### src/logic/sar_adc_pkg.sv
// Constants, register map and types for the SAR converter sequencer.
// Assumes one 25 MHz system clock; the analog comparator sits outside.
package sar_adc_pkg;
  localparam logic [15:0] RESULT_ADDR   = 16'hff18;
  localparam logic [15:0] MODE_ADDR     = 16'hff80;
  localparam logic [15:0] CHANNEL_ADDR  = 16'hff81;
  localparam logic [7:0]  MODE_RESET    = 8'h00;
  localparam logic [2:0]  CHANNEL_RESET = 3'h0;
  localparam int          EN_BIT        = 7;
  localparam int          SRC_BIT       = 6;
  localparam int          TIME_HI       = 5;
  localparam int          TIME_LO       = 3;
  localparam int          EDGE_HI       = 2;
  localparam int          EDGE_LO       = 1;
  localparam int          RES_BITS      = 10;
  localparam int          PAD_BITS      = 6;
  localparam logic [7:0]  CYC_144       = 8'h90;
  localparam logic [7:0]  CYC_120       = 8'h78;
  localparam logic [7:0]  CYC_96        = 8'h60;
  localparam logic [7:0]  CYC_72        = 8'h48;
  localparam logic [7:0]  CYC_60        = 8'h3c;
  localparam logic [7:0]  CYC_48        = 8'h30;
  localparam logic [7:0]  SAMPLE_CYC    = 8'h08;
  localparam logic [1:0]  EDGE_NONE     = 2'h0;
  localparam logic [1:0]  EDGE_FALL     = 2'h1;
  localparam logic [1:0]  EDGE_RISE     = 2'h2;
  localparam logic [1:0]  EDGE_BOTH     = 2'h3;

  typedef enum logic [1:0] {
    ST_IDLE   = 2'b00,
    ST_WAIT   = 2'b01,
    ST_SAMPLE = 2'b10,
    ST_CONV   = 2'b11
  } conv_state_t;
endpackage

### src/logic/sar_adc_ctrl.sv
// Sequencer for the 10-bit successive-approximation converter.
// Assumes an external comparator answers COMP_I against the tap code DAC_CODE_O.
//
// Added by the designer: strobed register access.
`timescale 1ns/1ns
`default_nettype none
module sar_adc_ctrl
  import sar_adc_pkg::*;
(
  input  wire logic        REF_CLK_I,
  input  wire logic        RST_I,
  input  wire logic [15:0] ADDR_I,
  input  wire logic [15:0] WDATA_I,
  input  wire logic        WR_I,
  input  wire logic        RD_I,
  output logic      [15:0] RDATA_O,
  input  wire logic        TRIGGER_I,
  input  wire logic        COMP_I,
  output logic      [2:0]  CHANNEL_O,
  output logic             HOLD_O,
  output logic      [9:0]  DAC_CODE_O,
  output logic             DONE_IRQ_O,
  output logic             TIME_ERR_O
);

  typedef struct packed {
    logic [7:0]  mode;
    logic [2:0]  chan;
    logic [1:0]  trg_sync;
    logic        trg_prev;
    conv_state_t state;
    logic [9:0]  approx;
    logic [3:0]  bit_idx;
    logic [7:0]  step_cnt;
    logic [7:0]  step_len;
    logic        done;
    logic [15:0] rdata;
  } ctrl_t;

  ctrl_t       ctl_r;
  ctrl_t       ctl_nxt;
  logic [9:0]  result_r;
  logic        load_result;
  logic [7:0]  conv_len;
  logic        time_bad;
  logic        rise;
  logic        fall;
  logic        trig_evt;
  logic        reg_write;
  logic [1:0]  edge_sel;

  always_comb begin
    conv_len = CYC_144;
    time_bad = 1'b0;
    unique case (ctl_r.mode[TIME_HI:TIME_LO])
      3'b000: conv_len = CYC_144;
      3'b001: conv_len = CYC_120;
      3'b010: conv_len = CYC_96;
      3'b100: conv_len = CYC_72;
      3'b101: conv_len = CYC_60;
      3'b110: conv_len = CYC_48;
      default: time_bad = 1'b1;
    endcase
  end

  // Second synchroniser stage and its delayed copy feed the edge detector
  assign rise     = ctl_r.trg_sync[1] & ~ctl_r.trg_prev;
  assign fall     = ~ctl_r.trg_sync[1] & ctl_r.trg_prev;
  assign edge_sel = ctl_r.mode[EDGE_HI:EDGE_LO];
  assign trig_evt = ((edge_sel == EDGE_RISE) & rise) | ((edge_sel == EDGE_FALL) & fall)
                  | ((edge_sel == EDGE_BOTH) & (rise | fall));
  assign reg_write = WR_I & ((ADDR_I == MODE_ADDR) | (ADDR_I == CHANNEL_ADDR));

  always_comb begin
    ctl_nxt          = ctl_r;
    ctl_nxt.done     = 1'b0;
    ctl_nxt.trg_sync = {ctl_r.trg_sync[0], TRIGGER_I};
    ctl_nxt.trg_prev = ctl_r.trg_sync[1];
    load_result      = 1'b0;

    // Sequencing first, so that a register write in the same cycle overrides it
    unique case (ctl_r.state)
      ST_IDLE: begin
        if (ctl_r.mode[EN_BIT]) begin
          if (ctl_r.mode[SRC_BIT]) begin
            ctl_nxt.state = ST_WAIT;
          end else begin
            ctl_nxt.state    = ST_SAMPLE;
            ctl_nxt.step_cnt = SAMPLE_CYC;
          end
        end
      end
      ST_WAIT: begin
        if (trig_evt) begin
          ctl_nxt.state    = ST_SAMPLE;
          ctl_nxt.step_cnt = SAMPLE_CYC;
        end
      end
      ST_SAMPLE: begin
        ctl_nxt.step_cnt = ctl_r.step_cnt - 8'h01;
        if (ctl_r.step_cnt == 8'h01) begin
          // Step length leaves the sample window out of the total time
          ctl_nxt.step_len = 8'((conv_len - SAMPLE_CYC) / 8'(RES_BITS));
          ctl_nxt.step_cnt = 8'((conv_len - SAMPLE_CYC) / 8'(RES_BITS));
          ctl_nxt.bit_idx  = 4'(RES_BITS - 1);
          ctl_nxt.approx   = 10'h200;
          ctl_nxt.state    = ST_CONV;
        end
      end
      ST_CONV: begin
        ctl_nxt.step_cnt = ctl_r.step_cnt - 8'h01;
        if (ctl_r.step_cnt == 8'h01) begin
          ctl_nxt.step_cnt = ctl_r.step_len;
          ctl_nxt.approx[ctl_r.bit_idx] = COMP_I;
          if (ctl_r.bit_idx != 4'h0) begin
            ctl_nxt.bit_idx = ctl_r.bit_idx - 4'h1;
            ctl_nxt.approx[ctl_r.bit_idx - 4'h1] = 1'b1;
          end else begin
            load_result  = 1'b1;
            ctl_nxt.done = 1'b1;
            if (ctl_r.mode[SRC_BIT]) begin
              ctl_nxt.state = ST_WAIT;
            end else begin
              ctl_nxt.state    = ST_SAMPLE;
              ctl_nxt.step_cnt = SAMPLE_CYC;
            end
          end
        end
      end
    endcase

    if (!ctl_r.mode[EN_BIT]) begin
      ctl_nxt.state = ST_IDLE;
    end

    // Any control write restarts the sequence from idle
    if (reg_write) begin
      ctl_nxt.state = ST_IDLE;
      ctl_nxt.done  = 1'b0;
      load_result   = 1'b0;
    end
    if (WR_I && ADDR_I == MODE_ADDR) begin
      ctl_nxt.mode = {WDATA_I[7:1], 1'b0};
    end
    if (WR_I && ADDR_I == CHANNEL_ADDR) begin
      ctl_nxt.chan = WDATA_I[2:0];
    end

    ctl_nxt.rdata = 16'h0000;
    if (RD_I) begin
      unique case (ADDR_I)
        RESULT_ADDR:  ctl_nxt.rdata = {result_r, {PAD_BITS{1'b0}}};
        MODE_ADDR:    ctl_nxt.rdata = {8'h00, ctl_r.mode};
        CHANNEL_ADDR: ctl_nxt.rdata = {13'h0000, ctl_r.chan};
        default:      ctl_nxt.rdata = 16'h0000;
      endcase
    end
  end

  always_ff @(posedge REF_CLK_I or posedge RST_I) begin
    if (RST_I) begin
      ctl_r          <= '0;
      ctl_r.mode     <= MODE_RESET;
      ctl_r.chan     <= CHANNEL_RESET;
      ctl_r.state    <= ST_IDLE;
    end else begin
      ctl_r <= ctl_nxt;
    end
  end

  // No reset on the result, so it holds whatever it held before
  always_ff @(posedge REF_CLK_I) begin
    if (load_result) begin
      result_r <= ctl_r.approx;
    end
  end

  assign RDATA_O    = ctl_r.rdata;
  assign CHANNEL_O  = ctl_r.chan;
  assign HOLD_O     = (ctl_r.state == ST_CONV);
  assign DAC_CODE_O = ctl_r.approx;
  assign DONE_IRQ_O = ctl_r.done;
  assign TIME_ERR_O = time_bad & ctl_r.mode[EN_BIT];
endmodule // sar_adc_ctrl
`default_nettype wire

### config.mk
export PLATFORM = sky130hd
export DESIGN_NAME = sar_adc_ctrl
export DESIGN_NICKNAME = d
export VERILOG_FILES = /design/src/logic/sar_adc_pkg.sv /design/src/logic/sar_adc_ctrl.sv
export SDC_FILE = /design/constraint.sdc
export NUM_CORES = 1
export LEC_CHECK = 0
export BUFFER_PORTS_ARGS = -buffer_cell sky130_fd_sc_hd__clkbuf_2
export CAP_MARGIN = 15
export CORE_UTILIZATION = 43
export DETAILED_ROUTE_END_ITERATION = 10
export RECOVER_POWER = 100
export SYNTH_ARGS = -nofsm -noshare
export SYNTH_HDL_FRONTEND = slang
export SYNTH_SLANG_ARGS = --single-unit
### constraint.sdc
create_clock -name REF_CLK_I -period 5.4 [get_ports REF_CLK_I]
set_clock_uncertainty 0.15 [all_clocks]
set_input_delay 0 -clock REF_CLK_I [delete_from_list [all_inputs] [get_ports REF_CLK_I]]
set_output_delay 0 -clock REF_CLK_I [all_outputs]
set_load 0.03 [all_outputs]
## After elaboration in Yosys (flattened, before gate mapping)

Index checks and enable logic that the tools add are counted.
W data, S select, Z words.

- Bits in registers: 72
- Input bits: 38
- Logic and storage cells: 102

- $add $sub $neg: 3
- Divide/modulo/power cells: 1
- Order comparisons: 4
- Eq/ne operators: 25
- Mux-type cells: 29
- Bitwise gates (word level): 14
- Reduce and logical (&&, ||, !) cells: 14

Operators with widths:

| cell | number |
|---|---|
| $eq A16 B16 Y1 const B | 3 |
| $pmux W16 S3 | 1 |
| $mux W8 | 5 |
| $pmux W8 S5 | 1 |
| $mux W32 | 1 |
| $pmux W8 S4 | 1 |
| $pmux W14 S2 | 1 |
| $mux W24 | 1 |
| $mux W16 | 1 |
| $mux W14 | 1 |
| $ne A4 B4 Y1 const B | 3 |
| $bwmux W10 | 1 |
| $lt A4 B5 Y1 const B | 2 |
| $mux W2 | 5 |
| $or A10 B10 Y10 | 1 |
| $eq A3 B3 Y1 const B | 3 |
| $demux W1 S4 | 2 |
| $div A8 B4 Y8 const B | 1 |
| $eq A2 B2 Y1 const B | 4 |
| $eq A8 B1 Y1 const B | 1 |
| $ge A4 B1 Y1 const B | 2 |
| $ne A2 B2 Y1 const B | 4 |
| $pmux W2 S4 | 1 |
| $reduce_and A4 Y1 | 2 |
| other kinds (20) | 42 |

## Logic depth before layout (Yosys ltp)

- Depth after elaboration: 11
- Gate-level depth with buffers: 17

## Worst setup path before layout

No wires, ideal clock.

- Path kind: register -> register
- From: reg ctl_r[59] in the netlist's numbering
- To: reg ctl_r[18] in the netlist's numbering
- Library setup time: 0.135 ns
- Arrival: 3.835 ns
- Data required time: 5.115 ns
- Path slack: 1.280 ns
- Cell stages (with the launch flop): 17
- Path buffers: 1
- Clock period less this slack: 4.120 ns
- Cells stage by stage: dfrtp_1 > inv_1 > ha_1 > buf_2 > a21oi_1 > and3_1 > ha_1 > nor2b_1 > or2_2 > a221oi_2 > o31ai_1 > a21oi_1 > a211oi_4 > or2_4 > or4_4 > a221oi_2 > a21oi_1

- Cells in the longest elaborated chain, start to end: 4
- Elaborated cells between the ends (all ways): 8
- Classes of those cells: add/sub: 1; div: 1; eq/ne: 5; mux: 1

RTL lines:

| item | RTL line | RTL |
|---|---|---|
| start: declaration | sar_adc_ctrl.sv:40 | `ctrl_t ctl_r;` |
| start signal: assignment | sar_adc_ctrl.sv:167 | `ctl_r <= ctl_nxt;` |
| $eq A3 B3 Y1 (tied with other cells) | sar_adc_ctrl.sv:55 | `unique case (ctl_r.mode[TIME_HI:TIME_LO])` |
| $pmux W8 S5 * | sar_adc_ctrl.sv:55 |  |
| $sub A8 B4 Y8 * | sar_adc_ctrl.sv:103 | `ctl_nxt.step_len = 8'((conv_len - SAMPLE_CYC) / 8'(RES_BITS));` |
| $div A8 B4 Y8 * | sar_adc_ctrl.sv:103 |  |

Mark *: on every way between the ends. The rest lies on a longest branch, timed or not.
A chain may end at the register's enable or synchronous reset.

## Worst setup path after layout

Same ends and word-level chain as after synthesis.

==> results.cfg <==
[timing]
finalMaxSlewViolations = 60
post-route-period-util_pct = 89.4
rsz0062_at_grt = false
max_freq_ghz = 0.207
final_hold_viol_count = 1
fin_crit_ns = 4.83
finalSetupViolCount = 0
tns_ns = 0
fin_ws_ns = 0.573
tightest_slew_ns = 3.17
max-slew-margin-rel_pct = -111
hold_slack_ns = -0.0193

[critical_path]
r2r_setup_slack_ns = 0.57
rr_worst_depth = 15
r2r_end = ctl_r[18]
max_stage_delay_ns = 0.70
crit_slowest_cell = a221oi_1
cp-start-kind = register
required_ns = 5.47
crit_chain = inv_1 -> ha_1 -> a21oi_1 -> and3_1 -> ha_1 -> nor2b_1 -> or2_2 -> a221oi_1 -> or4_4 -> and4_2 -> nor2_1 -> or2_4 -> or4_1 -> a221oi_2 -> a21oi_1
path_max_fanout = 10
crit_arrival_ns = 4.89
critPathKind = register to register
end_kind = register
timing.rr.start = ctl_r[59]

[global_routing]
grt_pass1_wl_um = 14600
antenna_found_initial = 0
grt.total_usage_pct = 19.0
overflow = 0
grt_max_degree = 60
grt_pass1_vias = 3049

[detailed_routing]
drcViolationCount = 0
dr.pass1.iters = 7
vias = 3202
drt-initial-drc-count = 175
drt_wl_total_um = 8850
antenna_left = 0
post_drt_wl_per_cell_um = 14.9
vias_per_cell = 5.41

[power_and_ir_drop]
vdd_ir_drop_max_mv = 0.153
pwr-share-comb_pct = 3.9
switching_share_pct = 23.2
p_int_mw = 0.795
p_sw_mw = 0.240
p_clk_share_pct = 45.1
sequentialPowerShare_pct = 51.1
p_leak_nw = 2.04
p_per_area_nw_per_um2 = 227

[finish]
fin_cells = 592
final_cell_mix = dfrtp_1, nand2_1, nor2_1
n_fill_cell = 841
multiInputGateArea_um2 = 1850
diodes = 0
drive_gt1_share_pct = 14.0
ff_latch_area_um2 = 1780
area_growth_pct = 13.5
fin_area_um2 = 4560
nets = 530
layout_commonest_cell = dfrtp_1

[clocking]
root_buffer = clkbuf_8
htreeDepth = 3
clock_latency_ns = 0.35
postCtsHoldBufs = 21
cts_setup_buffers = 0
cts-resized-gates = 0
cts.path.max_buffers = 2
cts.sinks = 69
cts_inserted_buffers = 9
cts_tree = built
path_clk_slew_ns = 0.08

[yosys]
syn_area_per_cell_um2 = 9.43
synth_cells = 426
syn_area_um2 = 4020
synth_edf_count = 10
ys_ff_latch = 69
yosys_most_used_dff = dfrtp_1
synth_cell_types = 60
synth_area_leaders = dfrtp_1, edfxtp_1, buf_4
synthArstFlopShare_pct = 85.5
yosysTopAreaCellShare_pct = 36.8
synthesis.nets = 477
yosysSeqAreaShare_pct = 44.3
synth_area_leader_cell = dfrtp_1
ys_warn_count = 0

[placed_design]
dp.cells = 553
place_area_um2 = 4190
gp_congestion = 0.842
post-place-ws_ns = 0.799
io_buffers = 61
dp_hpwl_um = 6120

[floorplan]
rows = 34
ios = 70
die_h_um = 98.6
fp.dieW_um = 98.6
core_area_um2 = 8890
die_area_um2 = 9730
initial_core_util_pct = 45.2

[hold_path]
hold_start = ADDR_I[2]
min_to = RDATA_O[7]
worstHoldPathType = input port to register
worstHoldPathCells = 6

[outcome]
violations = negative hold slack, max-capacitance violations, max-slew violations
outcome = finished with violations

[flow_run]
drv_cap = 1
power by group through the flow:
stage | Sequential, mW | Clock (mW) | Combinational (mW)
after floorplan | 0.539 | 0 | 0.0143
after global placement | 0.539 | 0 | 0.0308
after detailed placement | 0.539 | 0 | 0.0311
after CTS | 0.528 | 0.480 | 0.0407
after global routing | 0.529 | 0.503 | 0.0451
final | 0.528 | 0.467 | 0.0400
how the worst max path moves through the flow:
stage / startpoint / end / slack [ns] / depth (start not counted)
3_3_place_gp: ctl_r[59] / ctl_r[25] / 0.83 / 15
4_1_cts: ctl_r[59] / ctl_r[17] / 0.77 / 15
5_1_grt: ctl_r[59] / ctl_r[17] / 0.20 / 15
2_1_floorplan: ctl_r[59] / ctl_r[18] / 1.28 / 16
3_5_place_dp: ctl_r[59] / ctl_r[18] / 0.80 / 15
6_report: ctl_r[59] / ctl_r[18] / 0.57 / 15
through the flow:
stage,utilization [%],power [mW]
global route,51.2,1.08
global placement,47.1,0.570
detailed placement,47.1,0.570
finish,51.2,1.03
floorplan,-,0.553
CTS,52.0,1.05
registers in the layout, summed over array words and instances, names as in the netlist:
register    cells
RDATA_O        16
CHANNEL_O       3
DONE_IRQ_O      1
DAC_CODE_O     10
ctl_nxt         2
ctl_r          27
result_r       10
synth_stat cells (all sizes together), types with 9 or more instances:
library cell and count:
dfrtp 59, buf 33, inv 19, nor2b 11, nand2 40, o21ai 26, ha 13, edfxtp 10
nand3 10, and3 16, nor2 39, clkbuf 12, mux2 11, a21oi 22, o31ai 9
area by class of cell:
cell class / instances / share of cell area, %
Clock buffer: 10 / 3.27
Clock inverter: 6 / 1.62
Inverter: 19 / 1.57
Multi-Input combinational cell: 293 / 40.6
Sequential cell: 69 / 39.0
Tap cell: 108 / 2.97
Timing Repair Buffer: 87 / 10.9
kinds of logic after synthesis:
kind of cell               Yosys count  share of synthesized area, %
AOI/OAI and AO/OA                  104                          17.9
adders and majority gates           13                          4.05
buffers and inverters               64                          8.97
DFF                                 69                          44.3
muxes                               15                          4.18
and+or+nand+nor                    161                          20.7
worst max-delay path, delay by kind of cell (launching register included):
family,cells,cell delay (ns)
DFF,1,0.50
and+or+nand+nor,8,2.08
buffers and inverters,1,0.15
adders and majority gates,2,0.61
AOI/OAI and AO/OA,4,1.20
routing by layer:
layer	share of wire (%)	up-vias	global-route usage [%]
li1	-	1592	-
met4	0.85	0	5.74
met2	46	73	30.5
met3	4.1	7	4.11
met5	0	-	0
met1	49	1530	25.9
Note: power is estimated with default switching activity, not from simulation.
